`src/design/dsfilt_pkg.sv`:
```
package dsfilt_pkg;
    // ==========================================================
    // register map (byte addresses)
    localparam logic [11:0] ADDR_CLOCK_CFG = 12'h000;
    localparam logic [11:0] ADDR_CHAN_CFG = 12'h004;
    localparam logic [11:0] ADDR_CONTROL = 12'h008;
    localparam logic [11:0] ADDR_STATUS = 12'h00C;
    localparam logic [11:0] ADDR_DATA = 12'h010;
    localparam logic [11:0] ADDR_SETTLE = 12'h014;

    // ==========================================================
    // field positions
    localparam int OSR_LSB = 0;
    localparam int PWR_LSB = 4;
    localparam int CHEN_BIT = 8;
    localparam int INSEL_LSB = 0;
    localparam int GAIN_LSB = 2;
    localparam int RESYNC_BIT = 0;
    localparam int ST_FAST_BIT = 0;
    localparam int ST_SETTLED_BIT = 1;
    localparam int ST_NEMPTY_BIT = 2;
    localparam int ST_FULL_BIT = 3;
    localparam int ST_OVF_BIT = 4;
    localparam int ST_COUNT_LSB = 8;

    // ==========================================================
    // reset values
    localparam logic [31:0] CLOCK_CFG_RST = 32'h0000_0123;
    localparam logic [31:0] CHAN_CFG_RST = 32'h0000_0000;

    // ==========================================================
    // power modes and filter path states
    typedef enum logic [1:0] {
        DSF_VERY_LOW_POWER_MODE = 2'b00,
        DSF_LOW_POWER_MODE = 2'b01,
        DSF_HIGH_RESOLUTION_MODE = 2'b10
    } dsfilt_pwr_e;

    typedef enum logic [1:0] {
        DSF_FAST_FIRST = 2'b00,
        DSF_FAST_SECOND = 2'b01,
        DSF_SINC3 = 2'b10
    } dsfilt_path_e;

    // ==========================================================
    // timing: pclk serves as master clock, modulator runs at half of it
    // RULE_04 nominal master clocks
    localparam int NOM_MCLK_HR_KHZ = 8192;
    localparam int NOM_MCLK_LP_KHZ = 4096;
    localparam int NOM_MCLK_VLP_KHZ = 2048;
    localparam int MOD_DIV = 2;
    localparam int CYC_PER_CLKIN = 1;
    localparam int SETTLE_128_CLKIN = 856;
    localparam int SETTLE_256_CLKIN = 1112;
    localparam int SETTLE_512_CLKIN = 1624;
    localparam int SETTLE_1024_CLKIN = 2648;
    localparam int SETTLE_2048_CLKIN = 4696;
    localparam int SETTLE_4096_CLKIN = 8792;
    localparam int SETTLE_8192_CLKIN = 16984;
    localparam int SETTLE_16384_CLKIN = 33368;
    localparam int SETTLE_128_CYC = SETTLE_128_CLKIN * CYC_PER_CLKIN;
    localparam int SETTLE_256_CYC = SETTLE_256_CLKIN * CYC_PER_CLKIN;
    localparam int SETTLE_512_CYC = SETTLE_512_CLKIN * CYC_PER_CLKIN;
    localparam int SETTLE_1024_CYC = SETTLE_1024_CLKIN * CYC_PER_CLKIN;
    localparam int SETTLE_2048_CYC = SETTLE_2048_CLKIN * CYC_PER_CLKIN;
    localparam int SETTLE_4096_CYC = SETTLE_4096_CLKIN * CYC_PER_CLKIN;
    localparam int SETTLE_8192_CYC = SETTLE_8192_CLKIN * CYC_PER_CLKIN;
    localparam int SETTLE_16384_CYC = SETTLE_16384_CLKIN * CYC_PER_CLKIN;

    // ==========================================================
    // word format and buffering
    localparam int WORD_W = 32;
    localparam int FIFO_DEPTH = 16;
endpackage

```
`src/design/dsfilt_top.sv`:
```
// Our own choices: the APB register port and the placing of the registers.
`timescale 1ns/1ns
// ==========================================================
// word fifo
module dsfilt_fifo
#(
    parameter int WIDTH = 32,
    parameter int DEPTH = 16
)
(
    input wire logic clk,
    input wire logic rst_n,
    input wire logic ce,
    input wire logic in_valid,
    output logic in_ready,
    input wire logic [WIDTH-1:0] in_data,
    output logic out_valid,
    input wire logic out_ready,
    output logic [WIDTH-1:0] out_data,
    output logic [$clog2(DEPTH):0] count
);
    localparam int AW = $clog2(DEPTH);
    logic [WIDTH-1:0] mem [DEPTH];
    logic [AW-1:0] wr_ptr;
    logic [AW-1:0] rd_ptr;
    logic push;
    logic pop;

    assign in_ready = (count != (AW+1)'(DEPTH));
    assign out_valid = (count != '0);
    assign out_data = mem[rd_ptr];
    assign push = ce && in_valid && in_ready;
    assign pop = ce && out_valid && out_ready;

    always_ff @(posedge clk)
    begin
        if (push)
        begin
            mem[wr_ptr] <= in_data;
        end
    end

    always_ff @(posedge clk or negedge rst_n)
    begin
        if (!rst_n)
        begin
            wr_ptr <= '0;
            rd_ptr <= '0;
            count <= '0;
        end
        else
        begin
            if (push)
            begin
                wr_ptr <= wr_ptr + 1'b1;
            end
            if (pop)
            begin
                rd_ptr <= rd_ptr + 1'b1;
            end
            if (push && !pop)
            begin
                count <= count + 1'b1;
            end
            else if (pop && !push)
            begin
                count <= count - 1'b1;
            end
        end
    end
endmodule // dsfilt_fifo

// Notes on behaviour
// RULE_01 - linear-phase sinc averaging low-pass FIR filter
// RULE_02 - three-bit ratio field sets decimation
// RULE_03 - ratios 128 up to 16384 supported
// RULE_04 - nominal master clocks per power mode
// RULE_05 - sinc3 and fast path run in parallel
// RULE_06 - fast first-order path selected after reset
// RULE_07 - after two words, sinc3 until reset
// RULE_08 - first two words fast, rest sinc3
// RULE_09 - ratios up to 1024: sinc3 direct
// RULE_10 - higher ratios: sinc3 at 1024, sinc1 after
// RULE_11 - enable, input, gain, resync restart settling
// RULE_12 - settling counts 856 to 33368 master clocks
// RULE_13 - unsettled words are never suppressed
// RULE_14 - host discards words before settling ends
// RULE_15 - first ready-low after settling is settled
// RULE_16 - modulator rate is master clock halved
// RULE_17 - two-bit power mode field in config
// RULE_18 - ratio codes 0..7 ascending 128..16384
module dsfilt_top
import dsfilt_pkg::*;
#(
    parameter int SETTLE_2048_CNT = SETTLE_2048_CYC,
    parameter int SETTLE_4096_CNT = SETTLE_4096_CYC,
    parameter int SETTLE_8192_CNT = SETTLE_8192_CYC,
    parameter int SETTLE_16384_CNT = SETTLE_16384_CYC
)
(
    input wire logic pclk,
    input wire logic presetn,
    input wire logic ce,
    input wire logic psel,
    input wire logic penable,
    input wire logic pwrite,
    input wire logic [11:0] paddr,
    input wire logic [31:0] pwdata,
    output logic [31:0] prdata,
    output logic pready,
    output logic pslverr,
    input wire logic mod_bit,
    output logic data_ready_n
);
    // ==========================================================
    // declarations
    logic [31:0] clock_cfg;
    logic [31:0] chan_cfg;
    logic [2:0] oversampling_select;
    logic [1:0] power_mode_select;
    logic chan_en;
    logic restart_req;
    logic filt_clr;
    logic [2:0] bit_sync;
    logic mod_x;
    logic div;
    logic mod_stb;
    logic [31:0] i1, i2, i3;
    logic [31:0] d1, d2, d3;
    logic [31:0] c1, c2, c3;
    logic [9:0] s3_cnt;
    logic [13:0] tot_cnt;
    logic s3_done;
    logic tot_done;
    logic [14:0] fast_acc;
    logic [14:0] fast_sum;
    logic [35:0] s1_acc;
    logic [35:0] s1_sum;
    logic [31:0] fast_norm;
    logic [31:0] s3_norm;
    logic [31:0] s1_norm;
    dsfilt_path_e path;
    logic use_fast;
    logic word_stb;
    logic [31:0] word_data;
    logic [16:0] settle_cnt;
    logic settled;
    logic hold_valid;
    logic [31:0] hold_data;
    logic overflow;
    logic fifo_in_ready;
    logic fifo_out_valid;
    logic [31:0] fifo_out_data;
    logic [4:0] fifo_count;
    logic apb_go;
    logic apb_done;
    logic [2:0] rsel;
    logic fifo_pop;

    assign oversampling_select = clock_cfg[OSR_LSB +: 3];
    assign power_mode_select = clock_cfg[PWR_LSB +: 2];
    assign chan_en = clock_cfg[CHEN_BIT];

    // ==========================================================
    // functions
    function automatic logic [2:0] reg_sel(input logic [11:0] a);
        case (a)
            ADDR_CLOCK_CFG: reg_sel = 3'd0;
            ADDR_CHAN_CFG: reg_sel = 3'd1;
            ADDR_CONTROL: reg_sel = 3'd2;
            ADDR_STATUS: reg_sel = 3'd3;
            ADDR_DATA: reg_sel = 3'd4;
            ADDR_SETTLE: reg_sel = 3'd5;
            default: reg_sel = 3'd7;
        endcase
    endfunction

    // RULE_18 code to ratio
    function automatic logic [13:0] tot_last(input logic [2:0] o);
        tot_last = 14'((32'd128 << o) - 32'd1);
    endfunction

    // RULE_10 sinc3 capped at 1024
    function automatic logic [9:0] s3_last(input logic [2:0] o);
        s3_last = o[2] ? 10'h3FF : 10'((32'd128 << o) - 32'd1);
    endfunction

    // RULE_12 settling table
    function automatic logic [16:0] settle_limit(input logic [2:0] o);
        case (o)
            3'd0: settle_limit = 17'(SETTLE_128_CYC);
            3'd1: settle_limit = 17'(SETTLE_256_CYC);
            3'd2: settle_limit = 17'(SETTLE_512_CYC);
            3'd3: settle_limit = 17'(SETTLE_1024_CYC);
            3'd4: settle_limit = 17'(SETTLE_2048_CNT);
            3'd5: settle_limit = 17'(SETTLE_4096_CNT);
            3'd6: settle_limit = 17'(SETTLE_8192_CNT);
            default: settle_limit = 17'(SETTLE_16384_CNT);
        endcase
    endfunction

    // ==========================================================
    // apb slave, one wait state
    assign apb_go = psel && penable && !pready;
    assign apb_done = psel && penable && pready;
    assign rsel = reg_sel(paddr);
    assign fifo_pop = apb_done && !pwrite && (rsel == 3'd4);

    always_ff @(posedge pclk or negedge presetn)
    begin
        if (!presetn)
        begin
            pready <= 1'b0;
            pslverr <= 1'b0;
            prdata <= 32'h0000_0000;
        end
        else if (ce)
        begin
            pready <= apb_go;
            pslverr <= apb_go && (rsel == 3'd7);
            prdata <= 32'h0000_0000;
            if (apb_go && !pwrite)
            begin
                case (rsel)
                    3'd0: prdata <= clock_cfg;
                    3'd1: prdata <= chan_cfg;
                    3'd3: prdata <= {19'h0_0000, fifo_count, 3'b000, overflow, !fifo_in_ready,
                                     fifo_out_valid, settled, use_fast};
                    3'd4: prdata <= fifo_out_valid ? fifo_out_data : 32'h0000_0000;
                    3'd5: prdata <= {15'h0000, settle_cnt};
                    default: prdata <= 32'h0000_0000;
                endcase
            end
        end
    end

    // RULE_17 config and restart triggers
    always_ff @(posedge pclk or negedge presetn)
    begin
        if (!presetn)
        begin
            clock_cfg <= CLOCK_CFG_RST;
            chan_cfg <= CHAN_CFG_RST;
            restart_req <= 1'b0;
        end
        else if (ce)
        begin
            restart_req <= 1'b0;
            if (apb_done && pwrite)
            begin
                case (rsel)
                    3'd0:
                    begin
                        clock_cfg <= {23'h00_0000, pwdata[CHEN_BIT], 2'b00, pwdata[PWR_LSB +: 2],
                                      1'b0, pwdata[OSR_LSB +: 3]};
                        restart_req <= (pwdata[OSR_LSB +: 3] != oversampling_select);
                    end
                    3'd1:
                    begin
                        chan_cfg <= {27'h000_0000, pwdata[GAIN_LSB +: 3], pwdata[INSEL_LSB +: 2]};
                        // RULE_11 input or gain change
                        restart_req <= (pwdata[4:0] != chan_cfg[4:0]);
                    end
                    // RULE_11 resync request
                    3'd2: restart_req <= pwdata[RESYNC_BIT];
                    default: restart_req <= 1'b0;
                endcase
            end
        end
    end

    // RULE_11 disabled channel held clear
    assign filt_clr = restart_req || !chan_en;

    // ==========================================================
    // modulator input, three-stage sync with agreement filter
    always_ff @(posedge pclk or negedge presetn)
    begin
        if (!presetn)
        begin
            bit_sync <= 3'b000;
            mod_x <= 1'b0;
        end
        else if (ce)
        begin
            bit_sync <= {bit_sync[1:0], mod_bit};
            if (bit_sync[1] == bit_sync[2])
            begin
                mod_x <= bit_sync[2];
            end
        end
    end

    // RULE_16 sample every second clock
    always_ff @(posedge pclk or negedge presetn)
    begin
        if (!presetn)
        begin
            div <= 1'b0;
        end
        else if (ce)
        begin
            div <= (div == 1'b0) && !filt_clr;
        end
    end
    assign mod_stb = div;

    // ==========================================================
    // RULE_01 RULE_05 sinc3 integrators and fast sinc1 in parallel
    assign c1 = i3 - d1;
    assign c2 = c1 - d2;
    assign c3 = c2 - d3;

    always_ff @(posedge pclk or negedge presetn)
    begin
        if (!presetn)
        begin
            i1 <= '0;
            i2 <= '0;
            i3 <= '0;
            fast_acc <= '0;
            fast_sum <= '0;
            s3_cnt <= '0;
            tot_cnt <= '0;
            s3_done <= 1'b0;
            tot_done <= 1'b0;
        end
        else if (ce)
        begin
            s3_done <= 1'b0;
            tot_done <= 1'b0;
            if (filt_clr)
            begin
                i1 <= '0;
                i2 <= '0;
                i3 <= '0;
                fast_acc <= '0;
                s3_cnt <= '0;
                tot_cnt <= '0;
            end
            else if (mod_stb)
            begin
                i1 <= i1 + {31'h0000_0000, mod_x};
                i2 <= i2 + i1;
                i3 <= i3 + i2;
                // RULE_02 RULE_03 one word per ratio samples
                s3_done <= (s3_cnt == s3_last(oversampling_select));
                tot_done <= (tot_cnt == tot_last(oversampling_select));
                s3_cnt <= (s3_cnt == s3_last(oversampling_select)) ? '0 : s3_cnt + 1'b1;
                if (tot_cnt == tot_last(oversampling_select))
                begin
                    tot_cnt <= '0;
                    fast_sum <= fast_acc + {14'h0000, mod_x};
                    fast_acc <= '0;
                end
                else
                begin
                    tot_cnt <= tot_cnt + 1'b1;
                    fast_acc <= fast_acc + {14'h0000, mod_x};
                end
            end
        end
    end

    // combs and post sinc1 accumulator
    always_ff @(posedge pclk or negedge presetn)
    begin
        if (!presetn)
        begin
            d1 <= '0;
            d2 <= '0;
            d3 <= '0;
            s1_acc <= '0;
        end
        else if (ce)
        begin
            if (filt_clr)
            begin
                d1 <= '0;
                d2 <= '0;
                d3 <= '0;
                s1_acc <= '0;
            end
            else if (s3_done)
            begin
                d1 <= i3;
                d2 <= c1;
                d3 <= c2;
                s1_acc <= tot_done ? '0 : s1_sum;
            end
        end
    end

    // results scaled to a common full scale of 2^30
    assign s1_sum = s1_acc + {4'h0, c3};
    assign fast_norm = {17'h0_0000, fast_sum} << (5'd23 - {2'b00, oversampling_select});
    assign s3_norm = c3 << (5'd9 - 5'(3 * oversampling_select));
    assign s1_norm = 32'(s1_sum >> (oversampling_select - 3'd3));

    // ==========================================================
    // RULE_06 RULE_07 path selection
    always_ff @(posedge pclk or negedge presetn)
    begin
        if (!presetn)
        begin
            path <= DSF_FAST_FIRST;
        end
        else if (ce && tot_done)
        begin
            case (path)
                DSF_FAST_FIRST: path <= DSF_FAST_SECOND;
                DSF_FAST_SECOND: path <= DSF_SINC3;
                DSF_SINC3: path <= DSF_SINC3;
                default: path <= DSF_SINC3;
            endcase
        end
    end
    assign use_fast = (path != DSF_SINC3);

    // RULE_08 RULE_09 RULE_10 output word mux
    always_ff @(posedge pclk or negedge presetn)
    begin
        if (!presetn)
        begin
            word_stb <= 1'b0;
            word_data <= 32'h0000_0000;
        end
        else if (ce)
        begin
            word_stb <= tot_done;
            if (tot_done)
            begin
                word_data <= use_fast ? fast_norm : (oversampling_select[2] ? s1_norm : s3_norm);
            end
        end
    end

    // ==========================================================
    // RULE_12 settling timer, status only
    always_ff @(posedge pclk or negedge presetn)
    begin
        if (!presetn)
        begin
            settle_cnt <= '0;
        end
        else if (ce)
        begin
            if (filt_clr)
            begin
                settle_cnt <= '0;
            end
            else if (settle_cnt < settle_limit(oversampling_select))
            begin
                settle_cnt <= settle_cnt + 1'b1;
            end
        end
    end
    assign settled = (settle_cnt >= settle_limit(oversampling_select));

    // ==========================================================
    // RULE_13 every word enters the buffer unless hold and fifo are both full
    always_ff @(posedge pclk or negedge presetn)
    begin
        if (!presetn)
        begin
            hold_valid <= 1'b0;
            hold_data <= 32'h0000_0000;
        end
        else if (ce)
        begin
            if (word_stb && !(hold_valid && !fifo_in_ready))
            begin
                hold_valid <= 1'b1;
                hold_data <= word_data;
            end
            else if (hold_valid && fifo_in_ready)
            begin
                hold_valid <= 1'b0;
            end
        end
    end

    // overflow is sticky, set wins over write-one-clear
    always_ff @(posedge pclk or negedge presetn)
    begin
        if (!presetn)
        begin
            overflow <= 1'b0;
        end
        else if (ce)
        begin
            if (word_stb && hold_valid && !fifo_in_ready)
            begin
                overflow <= 1'b1;
            end
            else if (apb_done && pwrite && (rsel == 3'd3) && pwdata[ST_OVF_BIT])
            begin
                overflow <= 1'b0;
            end
        end
    end

    dsfilt_fifo #(.WIDTH(WORD_W), .DEPTH(FIFO_DEPTH)) u_fifo
    (
        .clk(pclk),
        .rst_n(presetn),
        .ce(ce),
        .in_valid(hold_valid),
        .in_ready(fifo_in_ready),
        .in_data(hold_data),
        .out_valid(fifo_out_valid),
        .out_ready(fifo_pop),
        .out_data(fifo_out_data),
        .count(fifo_count)
    );

    // RULE_15 ready low while a word waits
    always_ff @(posedge pclk or negedge presetn)
    begin
        if (!presetn)
        begin
            data_ready_n <= 1'b1;
        end
        else if (ce)
        begin
            data_ready_n <= !fifo_out_valid;
        end
    end

    // ==========================================================
    // checks
    mod_rate_a: assert property (@(posedge pclk) disable iff (!presetn) (ce && mod_stb) |=> !mod_stb) // RULE_16
        else $error("modulator strobe faster than half clock");
    fast_word_a: assert property (@(posedge pclk) disable iff (!presetn) // RULE_06
        (ce && tot_done && use_fast) |=> word_data == $past(fast_norm))
        else $error("early word not from fast path");
    path_stays_a: assert property (@(posedge pclk) disable iff (!presetn) !use_fast |=> !use_fast) // RULE_07
        else $error("left sinc3 path without reset");
    ratio_count_a: assert property (@(posedge pclk) disable iff (!presetn) // RULE_02
        ($past(ce) && tot_done) |-> $past(tot_cnt) == tot_last($past(oversampling_select)))
        else $error("word not at ratio boundary");
    direct_path_a: assert property (@(posedge pclk) disable iff (!presetn) // RULE_09
        (ce && tot_done && !use_fast && !oversampling_select[2]) |=> word_data == $past(s3_norm))
        else $error("sinc3 word not passed directly");
    sinc3_cap_a: assert property (@(posedge pclk) disable iff (!presetn) // RULE_10
        ($past(ce) && s3_done && $past(oversampling_select[2])) |-> $past(s3_cnt) == 10'h3FF)
        else $error("sinc3 stage not at ratio 1024");
    restart_settle_a: assert property (@(posedge pclk) disable iff (!presetn) // RULE_11
        (ce && restart_req) |=> settle_cnt == 17'h0_0000)
        else $error("settling not restarted");
    settle_step_a: assert property (@(posedge pclk) disable iff (!presetn) // RULE_12
        (ce && !filt_clr && !settled) |=> settle_cnt == $past(settle_cnt) + 17'h0_0001)
        else $error("settling counter did not advance");
    no_gating_a: assert property (@(posedge pclk) disable iff (!presetn) // RULE_13
        (ce && word_stb && !hold_valid) |=> hold_valid && hold_data == $past(word_data))
        else $error("word dropped while settling");
    ready_low_a: assert property (@(posedge pclk) disable iff (!presetn) // RULE_15
        $fell(data_ready_n) |-> $past(fifo_out_valid))
        else $error("ready fell with no word");
endmodule // dsfilt_top

```
`config.mk`:
```
export PLATFORM = sky130hd
export DESIGN_NAME = dsfilt_top
export DESIGN_NICKNAME = d
export VERILOG_FILES = /design/src/design/dsfilt_pkg.sv /design/src/design/dsfilt_top.sv
export SDC_FILE = /design/constraint.sdc
export NUM_CORES = 2
export LEC_CHECK = 0
export BUFFER_PORTS_ARGS = -buffer_cell sky130_fd_sc_hd__buf_2
export CELL_PAD_IN_SITES_DETAIL_PLACEMENT = 0
export CELL_PAD_IN_SITES_GLOBAL_PLACEMENT = 1
export CORE_MARGIN = 10
export CORE_UTILIZATION = 56
export DETAILED_ROUTE_END_ITERATION = 12
export PLACE_DENSITY = 0.9
export SYNTH_ARGS = -nofsm -noshare
export SYNTH_HDL_FRONTEND = slang
export SYNTH_SLANG_ARGS = --single-unit
```
`constraint.sdc`:
```
create_clock -name pclk -period 21.8 [get_ports pclk]
set_input_delay 2.18 -clock pclk [delete_from_list [all_inputs] [get_ports pclk]]
set_output_delay 2.18 -clock pclk [all_outputs]
set_load 0.005 [all_outputs]
```
==> flow_summary.yaml <==
yosys:
  ys_types: 112
  synth_area_sq_mm: 0.0517
  synth-async-reset-ratio_pct: 45.9
  synth-main-ff-cell: "edfxtp_1"
  syn_nets: 4725
  yosysSeqAreaShare_pct: 50.8
  avgSynthCellArea_sq_um: 11.6
  synth-seq-cells: 947
  synth_edf_count: 512
  synth_cells: 4441
  yosysWarningCount: 0
pwr:
  p_seq_share_pct: 51.3
  power.density_mw_per_mm2: 64.8
  p_switching_mw: 0.778
  combPwrFrac_pct: 1.1
  switching_share_pct: 21.3
  p_total_mw: 3.66
  p_int_mw: 2.88
  ir_worst_vdd_mv: 0.0590
  power_leakage_nw: 24.2
  power_frac_clock_pct: 47.6
floorplanning:
  fp.dieW_um: 324
  start_util_pct: 56.4
  die_y_um: 324
  io_pins: 86
  die_area_sq_mm: 0.105
  rows: 111
  coreArea_sq_mm: 0.0917
timing:
  fmax_mhz: 101
  tns_ns: 0
  max_slew_margin_pct: 18.4
  min_period_ns: 9.93
  slew_viol_final: 0
  rsz0062_at_grt: "false"
  tightestPinTransition_ns: 1.22
  hold_viol: 0
  clock_skew_ns: 0.0392
  min_period_over_period_pct: 45.5
  finalSetupViolCount: 0
clock_tree:
  cts_hold_buf: 0
  clk_pin_slew_ns: 0.07
  cts_sinks: 947
  ctsHtreeMaxLevel: 3
  root_buffer: "clkbuf_16"
  clk_latency_ns: 0.69
  post_cts_buffers: 0
  cts_buffer_depth: 3
  tritoncts: "built"
  post_cts_resized: 0
  cts_buffers: 97
global_routing:
  grt_pass1_vias: 36500
  antenna_found_initial: 1
  grt_max_degree: 139
  overflow: 0
  grt_pass1_wl_mm: 217
  grt_usage_pct: 26.4
critical_path:
  reg2reg_depth: 37
  worstSetupStartpointType: "register"
  crit_arrival_ns: 10.45
  critical_path.top_delay_family: "compound AO/OA/AOI/OAI gates"
  slowest_stage: "xor2_1"
  crit_top_cell: "ha_1"
  end_kind: "register"
  crit_buf_inv: 1
  ff2ff_setup_slack_ns: 11.87
  cpPeakStageDelay_ns: 0.63
  crit_required_ns: 22.32
  rr_startpoint: "i3[6]"
  r2r-end: "word_data[31]"
  crit_fanout: 8
  crit_type: "reg -> reg"
drt:
  viasPerCell: 6.47
  drtIter0Drc: 3383
  drc: 0
  wl_per_cell_um: 24.3
  drtPass1Iterations: 7
  vias: 36900
  detail-route-antenna-nets: 0
  wl_mm: 139
placement:
  dpl.hpwl_mm: 89.1
  place_congestion: 0.920
  io_buffers: 60
layout:
  final-seq-area_sq_mm: 0.0263
  antennaDiodeCount: 0
  drive_gt1_share_pct: 13.1
  fillers: 7085
  multi_input_area_sq_mm: 0.0239
  area_growth_pct: 9.26
  fin_nets: 4723
  final_core_util_pct: 61.6
worst_hold_path:
  min_path_cells: 1
  hp-class: "reg -> reg"
  hold-path-endpoint: "word_stb"
  hp-start: "word_stb"
flow_run:
  cap_violations: 0
status:
  status: "finished clean"
[cells in the mapped netlist (63+ instances only)]
cell / count / area, sq um
o21ai_0: 283 / 1420
a22o_1: 121 / 1060
dfrtp_1: 430 / 10800
inv_1: 200 / 751
nor2_1: 261 / 980
clkbuf_1: 170 / 638
xnor2_1: 127 / 1110
edfxtp_1: 512 / 15400
mux4_2: 164 / 3690
ha_1: 225 / 2820
xor2_1: 110 / 963
mux2_2: 63 / 709
nand2_1: 341 / 1280
a21oi_1: 241 / 1210
mux2i_1: 88 / 881
nand3_1: 91 / 455
a21o_1: 117 / 878
[flip-flops by register name, summed over array words and instances, names as in the netlist, 14 cells and up]
name / count
i3: 32
fast_sum: 15
settle_cnt: 17
d3: 32
s1_acc: 36
d2: 32
hold_data: 32
fast_acc: 15
i2: 32
i1: 32
word_data: 32
prdata: 32
u_fifo.mem: 512
tot_cnt: 14
d1: 32
[per-layer routing]
layer  track usage, %  routed length [um]  up-vias
met2             44.7               68900     1436
met5                0                   0        -
li1                 -                   -    16800
met4             11.2                5800        0
met1             33.8               54800    18400
met3             3.86                9080      322
[kinds of logic after synthesis]
group,Yosys count,synth area share (%)
AO/OA/AOI/OAI,1213,16.0
XOR/XNOR,238,4.05
adder cells (fa/ha/maj),233,5.75
buffers and inverters,417,3.08
flip-flops,947,50.8
multiplexers,318,10.3
AND/OR/NAND/NOR,1075,9.97
[layout by cell type (no fill, tap or decap), types with 88 or more instances in the layout]
master,count
nand3_1,91
a21oi_1,241
nor2_1,258
xor2_1,110
ha_1,225
o21ai_0,282
mux2i_1,88
edfxtp_1,512
inv_1,197
dfrtp_1,426
clkbuf_16,102
mux4_2,164
a21o_1,117
xnor2_1,126
a22o_1,121
nand2_1,341
[how the worst max path moves through the flow]
stage,startpoint,to,slack [ns],depth (start not counted)
final,i3[6],word_data[31],11.87,37
after global routing,i3[6],word_data[31],11.15,37
after CTS,i3[6],word_data[31],11.91,37
after detailed placement,i3[6],word_data[31],11.98,37
after global placement,i3[6],word_data[31],12.07,37
after floorplan,i3[6],word_data[26],13.59,39
[through the flow]
stage / area [sq um] / hold slack (ns) / setup slack (ns) / instances
floorplan: 51700 / 0.443 / 13.59 / 4441
global placement: 53200 / 0.460 / 12.07 / 5526
detailed placement: 53200 / 0.468 / 11.98 / 5526
CTS: 56500 / 0.485 / 11.91 / 5708
global route: 56500 / 0.508 / 11.15 / 5708
finish: 56500 / 0.484 / 11.87 / 5708
[final cells by class]
| cell class | instances | share of cell area, % |
|---|---|---|
| clock buffers | 137 | 4.98 |
| clock inverters | 45 | 0.897 |
| inverters | 202 | 1.34 |
| multi-input cells | 3077 | 42.4 |
| flip-flops and latches | 947 | 46.5 |
| well taps | 1186 | 2.63 |
| repair buffers | 114 | 1.29 |
[power by group through the flow]
stage	sequential, mW	combinational, mW	clock (mW)
6_report	1.88	0.0413	1.74
5_1_grt	1.88	0.0469	1.83
4_1_cts	1.88	0.0425	1.76
3_5_place_dp	1.91	0.0424	0
3_3_place_gp	1.91	0.0417	0
2_1_floorplan	1.91	0.0142	0
(Power assumes the default switching activity.)
